<file path="config.mk">
export PLATFORM = sky130hd
export DESIGN_NAME = abe_exec
export DESIGN_NICKNAME = d
export VERILOG_FILES = /design/src/logic/abe_pkg.sv /design/src/logic/abe_exec.sv
export SDC_FILE = /design/constraint.sdc
export NUM_CORES = 1
export LEC_CHECK = 0
export ABC_AREA = 1
export ABC_CLOCK_PERIOD_IN_PS = 4700
export BUFFER_PORTS_ARGS = -buffer_cell sky130_fd_sc_hd__buf_2
export CAP_MARGIN = 20
export CORE_MARGIN = 2
export CORE_UTILIZATION = 30
export CTS_BUF_LIST = sky130_fd_sc_hd__clkbuf_2
export DETAILED_ROUTE_END_ITERATION = 10
export SETUP_SLACK_MARGIN = 0.4
export SKIP_LAST_GASP = 1
export SYNTH_ARGS = -nofsm -noshare
export SYNTH_HDL_FRONTEND = slang
export SYNTH_SLANG_ARGS = --single-unit
</file>
<file path="constraint.sdc">
create_clock -name clock -period 4.7 [get_ports clock]
set_input_delay 0.47 -clock clock [delete_from_list [all_inputs] [get_ports clock]]
set_output_delay 0.47 -clock clock [all_outputs]
set_load 0.02 [all_outputs]
</file>
<file path="src/logic/abe_pkg.sv">
// package for the alu and branch execution unit: offsets, fields, codes
// assumes a 32-bit apb slave with one aligned word per register
package abe_pkg;
  // ----------------------------------------------------------------
  // register byte addresses
  // ----------------------------------------------------------------
  localparam logic [7:0] ADDR_CTRL = 8'h00;
  localparam logic [7:0] ADDR_OPD = 8'h04;
  localparam logic [7:0] ADDR_IMM = 8'h08;
  localparam logic [7:0] ADDR_PAIR = 8'h0c;
  localparam logic [7:0] ADDR_FLAGS = 8'h10;
  localparam logic [7:0] ADDR_PC = 8'h14;
  localparam logic [7:0] ADDR_UPPER = 8'h18;
  localparam logic [7:0] ADDR_RES = 8'h1c;
  localparam logic [7:0] ADDR_STAT = 8'h20;
  // ----------------------------------------------------------------
  // field positions and reset values
  // ----------------------------------------------------------------
  localparam int CTRL_SEL_LSB = 5;
  localparam int CTRL_LONG_BIT = 8;
  localparam int FLAG_C = 0;
  localparam int FLAG_Z = 1;
  localparam int FLAG_N = 2;
  localparam int FLAG_V = 3;
  localparam int FLAG_S = 4;
  localparam int FLAG_H = 5;
  localparam int FLAG_T = 6;
  localparam int FLAG_I = 7;
  localparam logic [7:0] FLAGS_RST = 8'h00;
  localparam logic [21:0] PC_RST = 22'h000000;
  // ----------------------------------------------------------------
  // cycle counts per instruction class
  // ----------------------------------------------------------------
  localparam logic [2:0] CYC_ALU = 3'h1;
  localparam logic [2:0] CYC_WORD = 3'h2;
  localparam logic [2:0] CYC_MUL = 3'h2;
  localparam logic [2:0] CYC_JMP = 3'h2;
  localparam logic [2:0] CYC_CALL = 3'h3;
  localparam logic [2:0] CYC_FAR_CALL = 3'h3;
  localparam logic [2:0] CYC_SKIP_BASE = 3'h1;
  localparam logic [2:0] CYC_IO_SKIP_BASE = 3'h2;
  localparam logic [2:0] CYC_BR_TAKEN = 3'h2;
  localparam logic [2:0] CYC_BR_NOT = 3'h1;
  // ----------------------------------------------------------------
  // operation codes
  // ----------------------------------------------------------------
  localparam logic [4:0] sub_imm_carry_op = 5'h00;
  localparam logic [4:0] word_add_imm_op = 5'h01;
  localparam logic [4:0] word_sub_imm_op = 5'h02;
  localparam logic [4:0] and_imm_op = 5'h03;
  localparam logic [4:0] set_mask_bits_op = 5'h04;
  localparam logic [4:0] zero_minus_test_op = 5'h05;
  localparam logic [4:0] mixed_sign_multiply_op = 5'h06;
  localparam logic [4:0] mixed_sign_fraction_multiply_op = 5'h07;
  localparam logic [4:0] pointer_jump_op = 5'h08;
  localparam logic [4:0] far_pointer_jump_op = 5'h09;
  localparam logic [4:0] pointer_call_op = 5'h0a;
  localparam logic [4:0] far_pointer_call_op = 5'h0b;
  localparam logic [4:0] compare_equal_skip_op = 5'h0c;
  localparam logic [4:0] reg_bit_clear_skip_op = 5'h0d;
  localparam logic [4:0] reg_bit_set_skip_op = 5'h0e;
  localparam logic [4:0] io_bit_clear_skip_op = 5'h0f;
  localparam logic [4:0] io_bit_set_skip_op = 5'h10;
  localparam logic [4:0] flag_set_branch_op = 5'h11;
  localparam logic [4:0] flag_clear_branch_op = 5'h12;
  localparam logic [4:0] signed_ge_branch_op = 5'h13;
  localparam logic [4:0] signed_lt_branch_op = 5'h14;
  localparam logic [4:0] unsigned_ge_branch_op = 5'h15;
  localparam logic [4:0] unsigned_lt_branch_op = 5'h16;
  localparam logic [4:0] irq_on_branch_op = 5'h17;
  localparam logic [4:0] irq_off_branch_op = 5'h18;
  localparam logic [4:0] half_carry_set_branch_op = 5'h19;
  localparam logic [4:0] half_carry_clear_branch_op = 5'h1a;
  typedef enum logic [1:0] {ST_IDLE = 2'b01, ST_EXEC = 2'b10} abe_state_t;
endpackage

</file>
<file path="src/logic/abe_exec.sv">
// execution unit for arithmetic, multiply, skip, jump, call and branch
// assumes an apb master on clock; io_bits come from pins of another domain
`timescale 1ns/10ps
`default_nettype none

// Summary of operation
// - subtract immediate with carry, six flags, one cycle
// - word add immediate, flags without half carry, two
// - word subtract immediate, five flags, two cycles
// - and immediate, zero/negative/overflow/sign, one cycle
// - or mask into register, four flags, one
// - test register against itself, value kept, one
// - signed by unsigned product to result register, two
// - fractional product shifted left one, two cycles
// - jump to pointer, upper pc cleared, two
// - far jump, upper pc from upper register
// - call to pointer pushes return, upper cleared
// - far call uses upper register, three cycles
// - skip next when registers equal, one to three
// - skip on register bit clear or set
// - skip on io bit, two to four cycles
// - branch on selected flag to pc plus k plus one
// - signed branches on negative xor overflow
// - unsigned branches on carry, flags unchanged
// - branches on global interrupt enable flag
// - branches on half carry, relative target
module abe_exec
  import abe_pkg::*;
(
  input wire logic clock,
  input wire logic resetn,
  input wire logic psel,
  input wire logic penable,
  input wire logic pwrite,
  input wire logic [7:0] paddr,
  input wire logic [31:0] pwdata,
  output logic [31:0] prdata,
  output logic pready,
  output logic pslverr,
  input wire logic [7:0] io_bits,
  output logic [21:0] pc_out,
  output logic [7:0] flags_out,
  output logic push_valid,
  output logic [21:0] push_addr,
  output logic busy
);
  abe_state_t st_reg;
  logic [2:0] cnt_reg;
  logic [8:0] ctrl_reg;
  logic [15:0] opd_reg, pair_reg, res_reg;
  logic [7:0] imm_reg, flags_reg;
  logic [21:0] pc_reg;
  logic [5:0] upper_reg;
  logic [2:0] cyc_reg;
  logic [7:0] io_s1, io_s2, io_s3, io_reg;
  logic push_reg;
  logic [21:0] push_addr_reg;
  logic acc, go;
  logic [4:0] op;
  logic [2:0] sel;
  logic [7:0] d, r, k8;
  logic [7:0] res8_next, flags_next;
  logic [15:0] pair_next, mul_next;
  logic [21:0] pc_next, rel_off;
  logic [2:0] cyc_next;
  logic wr8, wr16, wrm, push_next, cond, skip;
  logic [8:0] sub9;
  logic [4:0] subh;
  logic [16:0] sum17;
  logic signed [16:0] prod;

  // ----------------------------------------------------------------
  // bus slave
  // ----------------------------------------------------------------
  // a new instruction waits while the previous one still runs
  assign acc = psel & penable;
  assign pready = !(st_reg == ST_EXEC && pwrite && paddr == ADDR_CTRL);
  assign go = acc & pready & pwrite & (paddr == ADDR_CTRL);
  assign op = pwdata[4:0];
  assign sel = pwdata[CTRL_SEL_LSB +: 3];

  // read mux and unmapped address answer
  always_comb begin
    prdata = 32'h00000000;
    pslverr = 1'b0;
    if (paddr == ADDR_CTRL) begin
      prdata = {23'h000000, ctrl_reg};
    end else if (paddr == ADDR_OPD) begin
      prdata = {16'h0000, opd_reg};
    end else if (paddr == ADDR_IMM) begin
      prdata = {24'h000000, imm_reg};
    end else if (paddr == ADDR_PAIR) begin
      prdata = {16'h0000, pair_reg};
    end else if (paddr == ADDR_FLAGS) begin
      prdata = {24'h000000, flags_reg};
    end else if (paddr == ADDR_PC) begin
      prdata = {10'h000, pc_reg};
    end else if (paddr == ADDR_UPPER) begin
      prdata = {26'h0000000, upper_reg};
    end else if (paddr == ADDR_RES) begin
      prdata = {16'h0000, res_reg};
    end else if (paddr == ADDR_STAT) begin
      prdata = {28'h0000000, cyc_reg, busy};
    end else begin
      pslverr = acc;
    end
  end

  // ----------------------------------------------------------------
  // io bit input filter
  // ----------------------------------------------------------------
  // three stages; a bit changes once stages two and three agree
  always_ff @(posedge clock) begin
    if (!resetn) begin
      io_s1 <= 8'h00;
      io_s2 <= 8'h00;
      io_s3 <= 8'h00;
      io_reg <= 8'h00;
    end else begin
      io_s1 <= io_bits;
      io_s2 <= io_s1;
      io_s3 <= io_s2;
      io_reg <= (io_s2 & io_s3) | (io_reg & (io_s2 | io_s3));
    end
  end

  // ----------------------------------------------------------------
  // execute
  // ----------------------------------------------------------------
  assign d = opd_reg[7:0];
  assign r = opd_reg[15:8];
  assign k8 = imm_reg;
  assign rel_off = {{15{imm_reg[6]}}, imm_reg[6:0]};

  // result, flags, next pc and cycle count of the written instruction
  always_comb begin
    res8_next = d;
    pair_next = pair_reg;
    mul_next = res_reg;
    flags_next = flags_reg;
    pc_next = pc_reg + 22'h1;
    cyc_next = CYC_ALU;
    wr8 = 1'b0;
    wr16 = 1'b0;
    wrm = 1'b0;
    push_next = 1'b0;
    cond = 1'b0;
    skip = 1'b0;
    sub9 = {1'b0, d} - {1'b0, k8} - {8'h00, flags_reg[FLAG_C]};
    subh = {1'b0, d[3:0]} - {1'b0, k8[3:0]} - {4'h0, flags_reg[FLAG_C]};
    sum17 = (op == word_add_imm_op) ? {1'b0, pair_reg} + {11'h000, k8[5:0]}
                                    : {1'b0, pair_reg} - {11'h000, k8[5:0]};
    prod = $signed({{9{d[7]}}, d}) * $signed({9'h000, r});
    case (op)
      sub_imm_carry_op: begin
        res8_next = sub9[7:0];
        wr8 = 1'b1;
        flags_next[FLAG_C] = sub9[8];
        flags_next[FLAG_H] = subh[4];
        flags_next[FLAG_V] = (d[7] ^ k8[7]) & (d[7] ^ sub9[7]);
        flags_next[FLAG_N] = sub9[7];
        flags_next[FLAG_Z] = (sub9[7:0] == 8'h00) & flags_reg[FLAG_Z];
        flags_next[FLAG_S] = sub9[7] ^ flags_next[FLAG_V];
      end
      word_add_imm_op, word_sub_imm_op: begin
        pair_next = sum17[15:0];
        wr16 = 1'b1;
        cyc_next = CYC_WORD;
        if (op == word_add_imm_op) begin
          flags_next[FLAG_V] = ~pair_reg[15] & sum17[15];
          flags_next[FLAG_C] = ~sum17[15] & pair_reg[15];
        end else begin
          flags_next[FLAG_V] = pair_reg[15] & ~sum17[15];
          flags_next[FLAG_C] = sum17[15] & ~pair_reg[15];
        end
        flags_next[FLAG_N] = sum17[15];
        flags_next[FLAG_Z] = (sum17[15:0] == 16'h0000);
        flags_next[FLAG_S] = sum17[15] ^ flags_next[FLAG_V];
      end
      and_imm_op, set_mask_bits_op, zero_minus_test_op: begin
        if (op == and_imm_op) begin
          res8_next = d & k8;
        end else if (op == set_mask_bits_op) begin
          res8_next = d | k8;
        end else begin
          res8_next = d & d;
        end
        wr8 = (op != zero_minus_test_op);
        flags_next[FLAG_V] = 1'b0;
        flags_next[FLAG_N] = res8_next[7];
        flags_next[FLAG_S] = res8_next[7];
        flags_next[FLAG_Z] = (res8_next == 8'h00);
      end
      mixed_sign_multiply_op, mixed_sign_fraction_multiply_op: begin
        if (op == mixed_sign_multiply_op) begin
          mul_next = prod[15:0];
        end else begin
          mul_next = {prod[14:0], 1'b0};
        end
        wrm = 1'b1;
        cyc_next = CYC_MUL;
        flags_next[FLAG_C] = prod[15];
        flags_next[FLAG_Z] = (mul_next == 16'h0000);
      end
      pointer_jump_op: begin
        pc_next = {6'h00, pair_reg};
        cyc_next = CYC_JMP;
      end
      far_pointer_jump_op: begin
        pc_next = {upper_reg, pair_reg};
        cyc_next = CYC_JMP;
      end
      pointer_call_op: begin
        pc_next = {6'h00, pair_reg};
        push_next = 1'b1;
        cyc_next = CYC_CALL;
      end
      far_pointer_call_op: begin
        pc_next = {upper_reg, pair_reg};
        push_next = 1'b1;
        cyc_next = CYC_FAR_CALL;
      end
      compare_equal_skip_op, reg_bit_clear_skip_op, reg_bit_set_skip_op,
      io_bit_clear_skip_op, io_bit_set_skip_op: begin
        if (op == compare_equal_skip_op) begin
          skip = (d == r);
        end else if (op == reg_bit_clear_skip_op) begin
          skip = !r[sel];
        end else if (op == reg_bit_set_skip_op) begin
          skip = r[sel];
        end else if (op == io_bit_clear_skip_op) begin
          skip = !io_reg[sel];
        end else begin
          skip = io_reg[sel];
        end
        cyc_next = (op == io_bit_clear_skip_op || op == io_bit_set_skip_op)
                   ? CYC_IO_SKIP_BASE : CYC_SKIP_BASE;
        if (skip) begin
          pc_next = pc_reg + (ctrl_next_long() ? 22'h3 : 22'h2);
          cyc_next = cyc_next + (ctrl_next_long() ? 3'h2 : 3'h1);
        end
      end
      default: begin
        if (op == flag_set_branch_op) begin
          cond = flags_reg[sel];
        end else if (op == flag_clear_branch_op) begin
          cond = !flags_reg[sel];
        end else if (op == signed_ge_branch_op) begin
          cond = !(flags_reg[FLAG_N] ^ flags_reg[FLAG_V]);
        end else if (op == signed_lt_branch_op) begin
          cond = flags_reg[FLAG_N] ^ flags_reg[FLAG_V];
        end else if (op == unsigned_ge_branch_op) begin
          cond = !flags_reg[FLAG_C];
        end else if (op == unsigned_lt_branch_op) begin
          cond = flags_reg[FLAG_C];
        end else if (op == irq_on_branch_op) begin
          cond = flags_reg[FLAG_I];
        end else if (op == irq_off_branch_op) begin
          cond = !flags_reg[FLAG_I];
        end else if (op == half_carry_set_branch_op) begin
          cond = flags_reg[FLAG_H];
        end else if (op == half_carry_clear_branch_op) begin
          cond = !flags_reg[FLAG_H];
        end
        // unknown codes act as a one cycle no-op
        cyc_next = cond ? CYC_BR_TAKEN : CYC_BR_NOT;
        if (cond) begin
          pc_next = pc_reg + rel_off + 22'h1;
        end
      end
    endcase
  end

  // next-instruction length bit comes from the control word being written
  function automatic logic ctrl_next_long();
    return pwdata[CTRL_LONG_BIT];
  endfunction

  // ----------------------------------------------------------------
  // state: operand registers, written by software or by execution
  // ----------------------------------------------------------------
  always_ff @(posedge clock) begin
    if (!resetn) begin
      ctrl_reg <= 9'h000;
      opd_reg <= 16'h0000;
      imm_reg <= 8'h00;
      pair_reg <= 16'h0000;
      upper_reg <= 6'h00;
      res_reg <= 16'h0000;
    end else if (go) begin
      ctrl_reg <= pwdata[8:0];
      if (wr8) opd_reg[7:0] <= res8_next;
      if (wr16) pair_reg <= pair_next;
      if (wrm) res_reg <= mul_next;
    end else if (acc && pwrite) begin
      if (paddr == ADDR_OPD) opd_reg <= pwdata[15:0];
      if (paddr == ADDR_IMM) imm_reg <= pwdata[7:0];
      if (paddr == ADDR_PAIR) pair_reg <= pwdata[15:0];
      if (paddr == ADDR_UPPER) upper_reg <= pwdata[5:0];
    end
  end

  // flags and program counter
  always_ff @(posedge clock) begin
    if (!resetn) begin
      flags_reg <= FLAGS_RST;
      pc_reg <= PC_RST;
    end else if (go) begin
      flags_reg <= flags_next;
      pc_reg <= pc_next;
    end else if (acc && pwrite) begin
      if (paddr == ADDR_FLAGS) flags_reg <= pwdata[7:0];
      if (paddr == ADDR_PC) pc_reg <= pwdata[21:0];
    end
  end

  // return address push, one pulse after the call is taken
  always_ff @(posedge clock) begin
    if (!resetn) begin
      push_reg <= 1'b0;
      push_addr_reg <= 22'h000000;
    end else begin
      push_reg <= go & push_next;
      if (go && push_next) push_addr_reg <= pc_reg + 22'h1;
    end
  end

  // busy sequencer holds for the remaining instruction cycles
  always_ff @(posedge clock) begin
    if (!resetn) begin
      st_reg <= ST_IDLE;
      cnt_reg <= 3'h0;
      cyc_reg <= 3'h0;
    end else begin
      case (st_reg)
        ST_IDLE: begin
          if (go) begin
            cyc_reg <= cyc_next;
            cnt_reg <= cyc_next - 3'h1;
            if (cyc_next != 3'h1) st_reg <= ST_EXEC;
          end
        end
        ST_EXEC: begin
          cnt_reg <= cnt_reg - 3'h1;
          if (cnt_reg == 3'h1) st_reg <= ST_IDLE;
        end
        default: st_reg <= ST_IDLE;
      endcase
    end
  end

  assign busy = (st_reg == ST_EXEC);
  assign pc_out = pc_reg;
  assign flags_out = flags_reg;
  assign push_valid = push_reg;
  assign push_addr = push_addr_reg;

  // ----------------------------------------------------------------
  // checks
  // ----------------------------------------------------------------
  sub_carry_cycle_a: assert property (@(posedge clock) disable iff (!resetn)
    go && op == sub_imm_carry_op |=> !busy && cyc_reg == 3'h1)
    else $error("subtract with carry not single cycle");
  word_busy_a: assert property (@(posedge clock) disable iff (!resetn)
    go && op == word_add_imm_op |=> busy ##1 !busy)
    else $error("word add not two cycles");
  logic_vclr_a: assert property (@(posedge clock) disable iff (!resetn)
    go && op == and_imm_op |=> !flags_reg[FLAG_V] && flags_reg[FLAG_C] == $past(flags_reg[FLAG_C]))
    else $error("and immediate flags wrong");
  test_keep_a: assert property (@(posedge clock) disable iff (!resetn)
    go && op == zero_minus_test_op |=> opd_reg == $past(opd_reg))
    else $error("test changed its register");
  mul_pair_a: assert property (@(posedge clock) disable iff (!resetn)
    go && op == mixed_sign_multiply_op |=> res_reg[15] == flags_reg[FLAG_C] ##1 !busy)
    else $error("multiply carry or timing wrong");
  jump_upper_a: assert property (@(posedge clock) disable iff (!resetn)
    go && op == pointer_jump_op |=> pc_reg[21:16] == 6'h00 && pc_reg[15:0] == $past(pair_reg))
    else $error("pointer jump target wrong");
  far_call_a: assert property (@(posedge clock) disable iff (!resetn)
    go && op == far_pointer_call_op |=> push_valid ##1 busy ##1 !busy)
    else $error("far call push or timing wrong");
  branch_time_a: assert property (@(posedge clock) disable iff (!resetn)
    go && op == flag_set_branch_op && !flags_reg[sel] |=> pc_reg == $past(pc_reg) + 22'h1 && !busy)
    else $error("untaken branch wrong");
endmodule

`default_nettype wire

</file>
==> key figures <==
Critical path
  – Startpoint Class: flip-flop
  – WS Path Type: flip-flop to flip-flop
  – CP cell instances: clkinv_8, or2_4, fa_1, fa_1, inv_2, fa_1, inv_2, fa_1, inv_2, ha_4, nand2_2, nor2_1, nand2_1, nand4_1, nand3_1, nand2_1, nand2_1, nor3_2, nand4_1, nand2_1, nand2_1, a21oi_1
  – Crit. End Element: flip-flop
  – Largest stage delay on the critical path: 0.55 ns
  – Worst path required time: ~5.6 ns
  – Worst Path Max Fanout: 5
  – Crit-path slowest cell: fa_1
  – Crit path top cell by count: nand2_1
  – Critical path arrival: about 5.4 ns
  – Worst reg-to-reg setup slack: approximately 0.2 ns

Layout
  – Fill cell total of the finished layout: roughly 5,700
  – Area growth, synth to finish: 14.1%
  – Multi-input gate area: 0.0106 mm^2
  – Design area: 0.0181 mm^2
  – Final Util: 34.5%
  – Commonest non-fill, non-tap cell in the layout: nand2_1
  – Share of cells above drive strength 1: between 10% and 20%
  – Final nets: roughly 2,800
  – FF+latch area: 0.00331 mm^2
  – Most frequent cells in the layout: 580 x nand2_1, 412 x inv_1, 186 x a21oi_1, 167 x nor2_1, 164 x o21ai_0

Place
  – DP Wirelength: 49,800 um
  – Placed cell area: 0.0172 mm^2
  – Place WS: 0.0176 ns
  – IO buf count: 120
  – Placer Congestion: 0.996

Global routing
  – Vias in the first global route: 15,381
  – GRT Residual Overflow: 0
  – Total track usage: around 23%
  – Global-route wire length before repair: 92,900 um
  – Largest net degree at the start of global routing: 83
  – Antenna violations before repair: 4

Timing
  – Crit share post-route: a little over nine tenths
  – Slew Viols, Final: 0
  – Final Hold Viols: 0
  – Hold WS: 0.0696 ns
  – Unrepaired setup endpoints after global routing: true
  – Max Clock Freq: 222 MHz
  – Post-route minimum period: 4.50 ns
  – Relative slew slack: 30.0%
  – Worst-Margin Slew: about 1.0 ns
  – Final setup margin: 0.199 ns
  – Clk_skew: 0.0819 ns
  – Final setup viols: 0

Synthesis
  – Cells after Synth: about 2,500
  – Synth Register Bits: 164
  – Area leader, netlist: dfxtp_1
  – Yosys warnings: 0
  – Synth cell types: 56
  – Syn Std Cell Area: 0.0159 mm^2
  – Avg Cell Area, Syn: 6.37 um^2
  – Share of flip-flops with an asynchronous set or reset: 0%
  – Post-synth EDFFs: 0
  – Synth area leaders: dfxtp_1 21%, nand2_1 14%, inv_1 9.9%, ha_1 9.5%, a21oi_1 5.9%
  – Register area share after synthesis: 20.7%
  – Area share of the leading cell type in the synthesized netlist: between 20 and 25%
  – Dominant synthesized flop cell: dfxtp_1

Clocking
  – Skew-Pair Late Insertion Delay: 0.92 ns
  – CTS max path bufs: 2
  – Clock-pin slew on the worst setup and hold paths: approximately 0.37 ns
  – Htree depth: 4
  – Num CTS Buffers: 17
  – Clock Tree Root: clkbuf_2
  – Num Clock Sinks: 164
  – CTS tree: done

Die
  – IO Pins: 141
  – Die Area: 0.0548 mm^2
  – Core Area: about 0.052 mm^2
  – Site Rows: between 80 and 90
  – Die Wd: between 200 and 250 um
  – Die H: 234 um
  – Initial Util: 30.3%

Routing
  – Final antenna-violating net count: 0
  – DRC Markers: 0
  – Routed vias/inst: 5.13
  – Routed wire per std cell: 19.1 um
  – Pre-Repair DR Iteration Count: 7
  – Starting DRT DRC Count: approximately 1,800
  – Routed via count: 17,098
  – Final WL: 63,500 um

Power and ir drop
  – Pwr Density: 146 mW/mm^2
  – Total power: between 0.002 and 0.003 W
  – Lkg Pwr: 9.15 nW
  – Peak VDD IR: 120 uV

Worst hold path
  – Worst hold path class: primary input to flip-flop

Job
  – Max cap viols: 0

Run status
  – Outcome: complete, no violations
-- logic make-up after synthesis --
kind of cell	synth area share, %
AO/OA/AOI/OAI	17.5
XOR/XNOR	4.14
adder cells (fa/ha/maj)	14.7
buffers and inverters	13.9
flip-flops	20.7
other	0.0236
AND/OR/NAND/NOR	29.0
-- critical path, delay by kind of cell (launching register included) --
kind,cells,cell delay [ns]
adders and majority gates,5,2.34
and+or+nand+nor,12,1.43
AOI/OAI and AO/OA,1,0.11
buffers and inverters,4,0.19
DFF,1,0.45
-- synth_stat cells (25+ instances only) --
master	number
nand2_1	604
inv_1	420
a21oi_1	188
nor2_1	169
dfxtp_1	164
o21ai_0	164
nand3_1	159
ha_1	121
xor2_1	54
clkbuf_1	46
fa_1	41
o211ai_1	34
buf_2	32
nand4_1	31
a31oi_1	25
nor3_1	25
-- per-layer routing --
| layer | track usage [%] | share of wire [%] | vias to the layer above |
|---|---|---|---|
| met1 | 30.8 | 43 | 7818 |
| li1 | - | - | 8300 |
| met4 | 13.8 | 6.4 | 2 |
| met3 | 3.50 | 8.6 | 169 |
| met5 | 0 | 0.020 | - |
| met2 | 33.5 | 42 | 809 |
-- cell type report --
type | count | area share, %
antenna | 2 | 0.0276
clock buffer | 17 | 0.470
clock inverter | 15 | 1.02
inverter | 443 | 9.28
multi-input combinational | 1792 | 58.5
sequential | 164 | 18.3
tap | 688 | 4.75
timing repair buffer | 210 | 7.65
-- final timing paths --
check                 end  depth (start not counted)        from
max          flags_out[1]                         22  opd_reg[7]
min           ctrl_reg[8]                          3   pwdata[8]
max reg2reg  flags_out[1]                         22  opd_reg[7]
min reg2reg      io_s2[7]                          2    io_s1[7]
-- report_power, final --
group | total [W] | internal, W | switching (W)
sequential | 0.00141 | 0.00141 | 0.00000516
clock | 0.000884 | 0.000232 | 0.000652
combinational | 0.000350 | 0.0000990 | 0.000251
total | 0.00264 | 0.00174 | 0.000908
-- through the flow --
| stage | TNS, ns | std cells |
|---|---|---|
| finish | 0 | 3331 |
| floorplan | 0 | 2501 |
| global placement | 0 | 3252 |
| global route | -0.0421 | 3331 |
| detailed placement | 0 | 3252 |
| CTS | 0 | 3324 |
-- repair_timing --
| item | in CTS | in global routing |
|---|---|---|
| hold endpoints to repair | 42 | 0 |
| buffers inserted | 10 | 5 |
| cloned | 0 | 0 |
| pin swaps | 30 | 36 |
| resized for setup | 29 | 43 |
| hold buffers | 30 | 0 |
| setup endpoints to repair | 8 | 9 |
(Power assumes the default switching activity.)
